[src/rtl/msi_fwd_defs.svh]
// Constants of the upstream message interrupt forwarder
`ifndef MSI_FWD_DEFS_SVH
`define MSI_FWD_DEFS_SVH
`define MSI_ADDR_LO 32'hFEE00000
`define MSI_ADDR_HI 32'hFEEFFFFF
`define MSI_DEST_LSB 12
`define MSI_DEST_W 8
`define SRC_GFX 1'h0
`define SRC_HUB 1'h1
`define TRDY_DELAY 2'h2
`endif

[src/rtl/msi_fwd_pkg.sv]
// Types of the upstream message interrupt forwarder
package msi_fwd_pkg;
	typedef enum logic [2:0] {
		ST_IDLE,
		ST_MEMW,
		ST_PRIO,
		ST_REQ1,
		ST_REQ2,
		ST_RESP
	} fwd_state_e;
endpackage

[src/rtl/upstream_msi_forwarder.sv]
// Upstream message interrupt forwarder onto the processor bus
`timescale 1ns/100ps
`include "msi_fwd_defs.svh"
module upstream_msi_forwarder #(
	parameter int AW = 32,
	parameter int DW = 32
) (
	input wire logic ref_clk,
	input wire logic rstn,
	input wire logic up_wr_valid,
	input wire logic up_wr_src,
	input wire logic [AW-1:0] up_wr_addr,
	input wire logic [DW-1:0] up_wr_data,
	output logic up_wr_ready,
	output logic mem_wr_valid,
	output logic mem_wr_src,
	output logic [AW-1:0] mem_wr_addr,
	output logic [DW-1:0] mem_wr_data,
	input wire logic mem_wr_ready,
	input wire logic redirect_en,
	input wire logic [`MSI_DEST_W-1:0] redirect_dest,
	input wire logic intack_req,
	output logic intack_fwd,
	output logic priority_agent_bus_request_n,
	input wire logic bus_owner_released,
	input wire logic request_phase_strobe_n_in,
	output logic request_phase_strobe_n_out,
	output logic request_phase_strobe_n_oe_n,
	input wire logic bus_req_is_msg,
	output logic [AW-1:0] bus_addr_n_out,
	output logic bus_addr_n_oe_n,
	output logic [DW-1:0] bus_data_n_out,
	output logic bus_data_n_oe_n,
	output logic host_target_ready_n
);
	msi_fwd_pkg::fwd_state_e state_reg, state_next;
	logic [AW-1:0] addr_reg;
	logic [DW-1:0] data_reg;
	logic src_reg;
	logic intack_pend_reg;
	logic [1:0] trdy_cnt_reg;
	logic trdy_busy_reg;
	logic msg_seen_reg;
	logic [AW-1:0] addr_n_reg;
	logic [DW-1:0] data_n_reg;
	logic strobe_n_reg, prio_req_n_reg, addr_oe_n_reg, data_oe_n_reg, trdy_n_reg;
	logic intack_fwd_reg;

	wire in_range = (up_wr_addr >= `MSI_ADDR_LO) && (up_wr_addr <= `MSI_ADDR_HI);
	wire accept = up_wr_valid && up_wr_ready;
	wire [AW-1:0] redir_addr = redirect_en ?
		{up_wr_addr[AW-1:`MSI_DEST_LSB+`MSI_DEST_W], redirect_dest,
		up_wr_addr[`MSI_DEST_LSB-1:0]} : up_wr_addr;
	wire hub_pending = (state_reg != msi_fwd_pkg::ST_IDLE) && (src_reg == `SRC_HUB);
	wire intack_go = intack_pend_reg && !hub_pending && !up_wr_valid;
	wire own_strobe = state_reg == msi_fwd_pkg::ST_REQ1;
	// Any message cycle, own or other
	wire msg_cycle = own_strobe || (!request_phase_strobe_n_in && bus_req_is_msg);

	// One transfer at a time keeps arrival order per interface
	// Single transfer in flight
	assign up_wr_ready = (state_reg == msi_fwd_pkg::ST_IDLE) && !intack_go;
	assign mem_wr_valid = state_reg == msi_fwd_pkg::ST_MEMW;
	assign mem_wr_src = src_reg;
	assign mem_wr_addr = addr_reg;
	assign mem_wr_data = data_reg;
	assign intack_fwd = intack_fwd_reg;
	assign priority_agent_bus_request_n = prio_req_n_reg;
	assign request_phase_strobe_n_out = strobe_n_reg;
	assign request_phase_strobe_n_oe_n = strobe_n_reg;
	assign bus_addr_n_out = addr_n_reg;
	assign bus_addr_n_oe_n = addr_oe_n_reg;
	assign bus_data_n_out = data_n_reg;
	assign bus_data_n_oe_n = data_oe_n_reg;
	assign host_target_ready_n = trdy_n_reg;

	always_comb begin
		state_next = state_reg;
		case (state_reg)
			msi_fwd_pkg::ST_IDLE: begin
				if (accept && !in_range) begin
					state_next = msi_fwd_pkg::ST_MEMW;
				end else if (accept) begin
					state_next = msi_fwd_pkg::ST_PRIO;
				end
			end
			msi_fwd_pkg::ST_MEMW: begin
				if (mem_wr_ready) begin
					state_next = msi_fwd_pkg::ST_IDLE;
				end
			end
			msi_fwd_pkg::ST_PRIO: begin
				if (bus_owner_released) begin
					state_next = msi_fwd_pkg::ST_REQ1;
				end
			end
			msi_fwd_pkg::ST_REQ1: state_next = msi_fwd_pkg::ST_REQ2;
			msi_fwd_pkg::ST_REQ2: state_next = msi_fwd_pkg::ST_RESP;
			msi_fwd_pkg::ST_RESP: begin
				if (!trdy_n_reg) begin
					state_next = msi_fwd_pkg::ST_IDLE;
				end
			end
			default: state_next = msi_fwd_pkg::ST_IDLE;
		endcase
	end

	always_ff @(posedge ref_clk or negedge rstn) begin
		if (!rstn) begin
			state_reg <= msi_fwd_pkg::ST_IDLE;
			addr_reg <= '0;
			data_reg <= '0;
			src_reg <= 1'h0;
		end else begin
			state_reg <= state_next;
			if (accept) begin
				addr_reg <= in_range ? redir_addr : up_wr_addr;
				data_reg <= up_wr_data;
				src_reg <= up_wr_src;
			end
		end
	end

	// Request stays pending until the hub side is drained
	always_ff @(posedge ref_clk or negedge rstn) begin
		if (!rstn) begin
			intack_pend_reg <= 1'h0;
			intack_fwd_reg <= 1'h0;
		end else begin
			intack_pend_reg <= intack_req || (intack_pend_reg && !intack_go);
			intack_fwd_reg <= intack_go;
		end
	end

	// Strobe and address in first cycle
	always_ff @(posedge ref_clk or negedge rstn) begin
		if (!rstn) begin
			prio_req_n_reg <= 1'h1;
			strobe_n_reg <= 1'h1;
			addr_oe_n_reg <= 1'h1;
			data_oe_n_reg <= 1'h1;
			addr_n_reg <= '0;
			data_n_reg <= '0;
		end else begin
			prio_req_n_reg <= !(state_next == msi_fwd_pkg::ST_PRIO ||
				state_next == msi_fwd_pkg::ST_REQ1 || state_next == msi_fwd_pkg::ST_REQ2);
			strobe_n_reg <= state_next != msi_fwd_pkg::ST_REQ1;
			addr_oe_n_reg <= !(state_next == msi_fwd_pkg::ST_REQ1 ||
				state_next == msi_fwd_pkg::ST_REQ2);
			data_oe_n_reg <= state_next != msi_fwd_pkg::ST_RESP;
			addr_n_reg <= ~addr_reg;
			data_n_reg <= ~data_reg;
		end
	end

	always_ff @(posedge ref_clk or negedge rstn) begin
		if (!rstn) begin
			trdy_busy_reg <= 1'h0;
			trdy_cnt_reg <= 2'h0;
			trdy_n_reg <= 1'h1;
			msg_seen_reg <= 1'h0;
		end else begin
			msg_seen_reg <= msg_cycle;
			trdy_n_reg <= !(trdy_busy_reg && trdy_cnt_reg == `TRDY_DELAY);
			if (msg_cycle && !trdy_busy_reg) begin
				trdy_busy_reg <= 1'h1;
				trdy_cnt_reg <= 2'h0;
			end else if (trdy_busy_reg) begin
				trdy_cnt_reg <= trdy_cnt_reg + 2'h1;
				trdy_busy_reg <= trdy_cnt_reg != `TRDY_DELAY;
			end
		end
	end
	// Acknowledge, message delivery and the plain memory write path exist here

	property p_range_to_msg;
		@(posedge ref_clk) disable iff (!rstn)
		accept && in_range |=> state_reg == msi_fwd_pkg::ST_PRIO;
	endproperty
	a_range_to_msg: assert property (p_range_to_msg) else $error("range write not a message");
	property p_plain_to_mem;
		@(posedge ref_clk) disable iff (!rstn)
		accept && !in_range |=> mem_wr_valid && mem_wr_addr == $past(up_wr_addr);
	endproperty
	a_plain_to_mem: assert property (p_plain_to_mem) else $error("plain write lost");
	property p_no_msg_mem;
		@(posedge ref_clk) disable iff (!rstn)
		mem_wr_valid |-> !(mem_wr_addr >= `MSI_ADDR_LO && mem_wr_addr <= `MSI_ADDR_HI);
	endproperty
	a_no_msg_mem: assert property (p_no_msg_mem) else $error("message on memory path");
	property p_ads_first;
		@(posedge ref_clk) disable iff (!rstn)
		$fell(request_phase_strobe_n_out) |-> !bus_addr_n_oe_n && !priority_agent_bus_request_n
			##1 request_phase_strobe_n_out && !bus_addr_n_oe_n;
	endproperty
	a_ads_first: assert property (p_ads_first) else $error("strobe not one cycle");
	property p_priority_agent_bus_request_n_before;
		@(posedge ref_clk) disable iff (!rstn)
		$fell(request_phase_strobe_n_out) |-> !$past(priority_agent_bus_request_n);
	endproperty
	a_priority_agent_bus_request_n_before: assert property (p_priority_agent_bus_request_n_before) else $error("no priority request");
	property p_inverted;
		@(posedge ref_clk) disable iff (!rstn)
		!request_phase_strobe_n_out |-> bus_addr_n_out == ~addr_reg;
	endproperty
	a_inverted: assert property (p_inverted) else $error("address not inverted");
	property p_data;
		@(posedge ref_clk) disable iff (!rstn)
		!bus_data_n_oe_n |-> bus_data_n_out == ~data_reg;
	endproperty
	a_data: assert property (p_data) else $error("message data wrong");
	property p_trdy;
		@(posedge ref_clk) disable iff (!rstn)
		msg_cycle && !trdy_busy_reg |-> ##4 !host_target_ready_n;
	endproperty
	a_trdy: assert property (p_trdy) else $error("target ready missing");
	property p_intack;
		@(posedge ref_clk) disable iff (!rstn)
		intack_fwd |-> !$past(hub_pending);
	endproperty
	a_intack: assert property (p_intack) else $error("acknowledge before flush");
	property p_order;
		@(posedge ref_clk) disable iff (!rstn)
		mem_wr_valid && !mem_wr_ready |=> mem_wr_valid && !up_wr_ready;
	endproperty
	a_order: assert property (p_order) else $error("write overtaken");
	property p_redir;
		@(posedge ref_clk) disable iff (!rstn)
		accept && in_range && redirect_en |=>
			addr_reg[`MSI_DEST_LSB+`MSI_DEST_W-1:`MSI_DEST_LSB] == $past(redirect_dest);
	endproperty
	a_redir: assert property (p_redir) else $error("redirect ignored");
	property p_hold;
		@(posedge ref_clk) disable iff (!rstn)
		!up_wr_ready && state_reg != msi_fwd_pkg::ST_IDLE |=> $stable(addr_reg);
	endproperty
	a_hold: assert property (p_hold) else $error("held transfer changed");
	c_msg: cover property (@(posedge ref_clk) disable iff (!rstn) $fell(request_phase_strobe_n_out));
	c_mem: cover property (@(posedge ref_clk) disable iff (!rstn) mem_wr_valid && mem_wr_ready);
	c_ack: cover property (@(posedge ref_clk) disable iff (!rstn) intack_fwd);
endmodule

[config.mk]
export PLATFORM = sky130hd
export DESIGN_NAME = upstream_msi_forwarder
export DESIGN_NICKNAME = d
export VERILOG_FILES = /design/src/rtl/msi_fwd_pkg.sv /design/src/rtl/upstream_msi_forwarder.sv
export VERILOG_INCLUDE_DIRS = /design/src /design/src/rtl
export SDC_FILE = /design/constraint.sdc
export NUM_CORES = 1
export LEC_CHECK = 0
export ABC_AREA = 1
export BUFFER_PORTS_ARGS = -buffer_cell sky130_fd_sc_hd__buf_2
export CAP_MARGIN = 20
export CORE_MARGIN = 2
export CORE_UTILIZATION = 37
export CTS_CLUSTER_DIAMETER = 30
export CTS_CLUSTER_SIZE = 25
export DETAILED_ROUTE_END_ITERATION = 8
export GPL_TIMING_DRIVEN = 0
export PLACE_DENSITY = 0.68
export SLEW_MARGIN = 20
export SYNTH_ARGS = -nofsm -noshare
export SYNTH_HDL_FRONTEND = slang
export SYNTH_SLANG_ARGS = --single-unit
[constraint.sdc]
create_clock -name ref_clk -period 1.4 [get_ports ref_clk]
set_clock_uncertainty 0.2 [all_clocks]
set_input_delay 0 -clock ref_clk [delete_from_list [all_inputs] [get_ports ref_clk]]
set_output_delay 0 -clock ref_clk [all_outputs]
set_load 0.1 [all_outputs]
* Word-level counts from Yosys, hierarchy flattened
Cells that the tools add are included.
** Storage, ports and cells
- Bits in writable memories :: 0
- Bits of input ports :: 82
- Register bits after elaboration :: 142
- Word-level logic and storage cells :: 72
- Memories :: 0
- ROM bits :: 0
- Latch bits :: 0
- Output and inout bits :: 138
** Operators by class
- Shifts and indexed selects :: 0
- $mul :: 0
- Bitwise operators :: 2
- Divide/modulo/power cells :: 0
- Mux-type cells :: 12
- Equality and inequality tests :: 12
- Reduce and logical (&&, ||, !) cells :: 28
- Add/subtract/negate cells :: 1
- Magnitude comparators :: 2
** Operator list (number)
- $not 32->32 :: 2
- $mux 20 :: 2
- $ge 32x32->1 const B :: 1
- $le 32x32->1 const B :: 1
- $pmux 3 s6 :: 1
- $mux 3 :: 5
- $eq 3x2->1 const B :: 4
- $logic_and 1x1->1 :: 11
- $eq 3x3->1 const B :: 3
- $logic_not 1->1 :: 9
- $logic_or 1x1->1 :: 5
- $mux 2 :: 2
- $eq 3x1->1 const B :: 1
- $logic_not 3->1 :: 1
- $ne 3x2->1 const B :: 1
- $ne 3x3->1 const B :: 1
- $reduce_bool 3->1 :: 1
- $add 2x1->2 const B :: 1
- $eq 2x2->1 const B :: 1
- $mux 1 :: 2
- $ne 2x2->1 const B :: 1
- $reduce_bool 2->1 :: 1

* Depth between registers and ports, before layout
- Depth in word-level cells :: 15
- Depth in mapped cells :: 9
- Mapped depth without buffers :: 9

* Worst setup path before layout
OpenSTA, ideal clock, no wires.
- Path kind :: register to register
- Start point :: register state_reg[0]
- End point :: register state_reg[0]
- Required time :: 1.121 ns
- Slack :: -1.705 ns
- Library setup time :: 0.079 ns
- Arrival :: 2.825 ns
- Clock period less this slack :: 3.105 ns
- Buffers on the path :: 0
- Stages on the path, launching flop included :: 5
- Path through :: dfrtp_1 > inv_1 > nor3_1 > nand2_1 > nand4_1
** On the way
- Elaborated cells on any way between the ends :: 21
- Those cells by class :: 5 x eq/ne; 6 x mux; 10 x reduce/logical
** RTL lines
- from (decl) :: line upstream_msi_forwarder.sv:36 : msi_fwd_pkg::fwd_state_e state_reg, state_next;
- from (signal assigned) :: line upstream_msi_forwarder.sv:110 : state_reg <= msi_fwd_pkg::ST_IDLE;
- from (signal assigned) :: line upstream_msi_forwarder.sv:115 : state_reg <= state_next;
- $eq 3x1->1
- via mem_wr_valid :: line upstream_msi_forwarder.sv:15 : output logic mem_wr_valid,
- $pmux 3 s6 :: line upstream_msi_forwarder.sv:79 : case (state_reg)
- via state_next[0] :: line upstream_msi_forwarder.sv:36
The timed path passes the listed nets, and every way through them passes these cells.
A chain may end at the register's enable or synchronous reset.

* Final worst setup path
- Start point :: register state_reg[0]
- End point :: register data_reg[25] (netlist: mem_wr_data[25])
** On the way
- Longest elaborated chain between the ends :: 8
- Elaborated cells on any way between the ends :: 9
- Those cells by class :: 9 x reduce/logical
** RTL lines
- $reduce_bool 3->1 :: line upstream_msi_forwarder.sv:54 : wire hub_pending = (state_reg != msi_fwd_pkg::ST_IDLE) && (src_reg == `SRC_HUB);
- $logic_and 1x1->1 :: line upstream_msi_forwarder.sv:54
- $logic_not 1->1 :: line upstream_msi_forwarder.sv:55 : wire intack_go = intack_pend_reg && !hub_pending && !up_wr_valid;
- $logic_and 1x1->1 (2 in series) :: line upstream_msi_forwarder.sv:55
- $logic_not 1->1 :: line upstream_msi_forwarder.sv:62 : assign up_wr_ready = (state_reg == msi_fwd_pkg::ST_IDLE) && !intack_go;
- $logic_and 1x1->1 * :: line upstream_msi_forwarder.sv:62
- $logic_and 1x1->1 * :: line upstream_msi_forwarder.sv:50 : wire accept = up_wr_valid && up_wr_ready;
- to (signal assigned) :: line upstream_msi_forwarder.sv:118 : data_reg <= up_wr_data;
- to (decl) :: line upstream_msi_forwarder.sv:38 : logic [DW-1:0] data_reg;
Every way passes the cells marked *; elsewhere a longest branch is shown, timed or not.

==> metrics.cfg <==
[status]
status = finished with violations
violations = hold timing, setup timing

[power]
power_leakage_uw = 0.004660
combPwrFrac_pct = 48.3
power_frac_clock_pct = 24.3
pwr_density_cell_nw_per_um2 = 2127
internal-power_uw = 9998
max-vdd-ir-drop_uv = 1212
p_seq_share_pct = 27.4
power.share.switching_pct = 49.15
power.switching_uw = 9662

[route]
wl_per_cell_um = 16.69
drt_iter0_drc = 298
first_pass_iters = 4
wl_um = 16430
vias_per_cell = 4.561
drc = 0
route.vias.total = 4488
ant_nets = 0

[worst_setup_path]
cp_slowest_stage_delay_ns = 0.43
crit_family = buffers and inverters
path_class = reg -> reg
cp-end-kind = flip-flop
crit_arrival_ns = 1.93
critical_path.slowest_cell = dfrtp_2
critPathRequiredTime_ns = 1.52
r2r_start = state_reg[0]
ff2ff_path_depth = 9
worstPathCellList = nor2_4, nand2_4, nor2_4, buf_6, buf_12, buf_12, buf_16, nand2_4, o21ai_2
reg2reg_slack_ns = -0.41
cp_num_buf_inv = 4
cp_max_fo = 5
r2r-end = mem_wr_data[25]
setup.worst_path.end = mem_wr_data[25]
cp_num_cells = 9
crit_start = state_reg[0]
start_kind = flip-flop

[floorplan]
dieArea_um2 = 14210
die_w_um = 119.2
fp.dieH_um = 119.2
io_pins = 220
core_area_um2 = 13090
rows = 42
start_util_pct = 37.53

[synth]
netlist_instances = 436
muxShareOfSynthArea_pct = 0
ys_types = 26
synth_fa_ha_area_share_pct = 0.2548
synthXorXnorAreaFrac_pct = 0
ys_seq_area_share_pct = 72.48
ys_ff_latch = 142
yosysWarnings = 0
synth_top_family_by_area = simple AND/OR/NAND/NOR gates
yosys.area_share.simple_pct = 11.29
synth.cell_area_um2 = 4911
synth-compound-area-share_pct = 6.854
synth.avg_cell_area_um2 = 11.26
syn_nets = 519

[sta]
fin_ws_ns = -0.4071
setup_viol = 76
worst_pin_slew_ns = 0.5562
slew_headroom_pct = 62.92
slew_viol_final = 0
tns_ns = -21.85
min_period_ns = 1.807
rsz0062_at_grt = yes
hold_violations = 25
fmax_mhz = 553.4
fin_hold_ws_ns = -0.04981
post-route-period-util_pct = 129.1

[layout]
drive_gt1_share_pct = 55.20
final_cell_mix = 134 x buf_2, 119 x dfrtp_1, 84 x inv_1
n_antenna_cell = 0
fin_nets = 878
finish.utilization_pct = 70.64
area_growth_pct = 88.23
multiInputGateArea_um2 = 1440
nFillCells = 884
seq_area_um2 = 3588
final_common_cell = buf_2

[clocking]
clockRootBuffer = clkbuf_16
clk_latency_ns = 0.40
cts_max_level = 4
cts_buffer_depth = 2
tritoncts = yes
clock-sinks = 142
numCtsBuffers = 17
clkTransAtPathRegs_ns = 0.06

[global_route]
grt_first_pass_wirelength_um = 24150
grt_pass1_vias = 4775
grt_max_degree = 75
grt-ovfl-total = 0
antenna_found_initial = 0
grt_use_total_pct = 22.10

[placement]
place_congestion = 0.8098
place.detailed.hpwl_um = 8754
portBuffers = 218

[flow_run]
drv_cap = 0

[hold_path]
hp-class = in -> async

power groups by stage:
stage / Combinational (µW) / Sequential [µW] / Clock [µW]
final: 9500 / 5390 / 4770
after global routing: 9770 / 5470 / 5070
after CTS: 9110 / 5340 / 4840
after global placement: 8130 / 5350 / 0
after detailed placement: 8200 / 5390 / 0
after floorplan: 882 / 11300 / 0
stage by stage:
step	cells	instance area (µm²)	hold slack [ns]	worst slack, ns	total power, µW
floorplan	436	5044	-0.4956	-0.3449	12170
detailed placement	831	6392	-0.1991	-0.4132	13600
global placement	830	6355	-0.007871	-2.102	13490
global route	984	9244	0.01931	-0.4608	20310
CTS	977	8788	-0.05213	-0.4214	19290
finish	984	9244	-0.04981	-0.4071	19660
worst min-delay path by stage:
stage	startpoint	end	slack, ns	cells past startpoint
after floorplan	rstn	bus_addr_n_out[0]	-0.50	0
after detailed placement	rstn	state_reg[0]	-0.20	1
after global placement	bus_owner_released	bus_addr_n_oe_n	-0.008	2
final	rstn	state_reg[2]	-0.05	2
after CTS	rstn	state_reg[2]	-0.05	2
after global routing	rstn	bus_addr_n_out[17]	0.02	2
kinds of logic (layout without fill, tap and decap cells):
kind of cell | after synthesis | in the layout
AO/OA/AOI/OAI | 65 | 65
adder cells (fa/ha/maj) | 1 | 1
buffers and inverters | 102 | 474
flip-flops | 142 | 142
AND/OR/NAND/NOR | 126 | 126
cell usage after synthesis:
| library cell | number | area, µm² |
|---|---|---|
| a211oi_1 | 1 | 7.510 |
| nand2_2 | 1 | 6.260 |
| ha_1 | 1 | 12.51 |
| inv_2 | 1 | 3.750 |
| nand3_2 | 1 | 10.01 |
| nand2_1 | 97 | 364.1 |
| a21oi_1 | 1 | 5.000 |
| buf_6 | 6 | 67.56 |
| nor2_4 | 3 | 33.78 |
| o211ai_1 | 2 | 15.01 |
| and2_1 | 1 | 6.260 |
| o22ai_1 | 1 | 6.260 |
| o21ai_0 | 8 | 40.04 |
| dfrtp_1 | 137 | 3428 |
| nand4_1 | 9 | 56.30 |
| o21bai_1 | 1 | 7.510 |
| buf_2 | 4 | 20.02 |
| clkbuf_1 | 1 | 3.750 |
| nand3_1 | 9 | 45.04 |
| nor3_1 | 1 | 5.000 |
| inv_1 | 86 | 322.8 |
| dfstp_2 | 5 | 131.4 |
| nor2_1 | 3 | 11.26 |
| o21ai_1 | 51 | 255.2 |
| buf_4 | 4 | 30.03 |
| nor3_4 | 1 | 16.27 |
cell type report:
class                           count  share of cell area (%)
Inverter                           87                   3.668
Timing Repair Buffer              341                   30.31
Clock inverter                     10                   1.719
Sequential cell                   142                   38.82
Multi-Input combinational cell    192                   15.58
Tap cell                          176                   2.382
Buffer                             14                   2.396
Clock buffer                       22                   5.130
what timing repair did:
item | CTS | global route
pin swaps | 15 | 9
hold buffers | 81 | 0
buffers inserted | 23 | 15
cloned | 11 | 2
setup endpoints to repair | 113 | 119
hold endpoints to repair | 217 | 0
resized for setup | 150 | 144
routing by layer:
metal / track usage, % / share of wire [%] / wire, µm
met3: 5.172 / 5.2 / 852
met5: 0 / 0 / 0
met2: 39.76 / 54 / 8947
met1: 25.85 / 38 / 6209
met4: 7.515 / 2.5 / 417
Power figures use the tool's default switching activity.
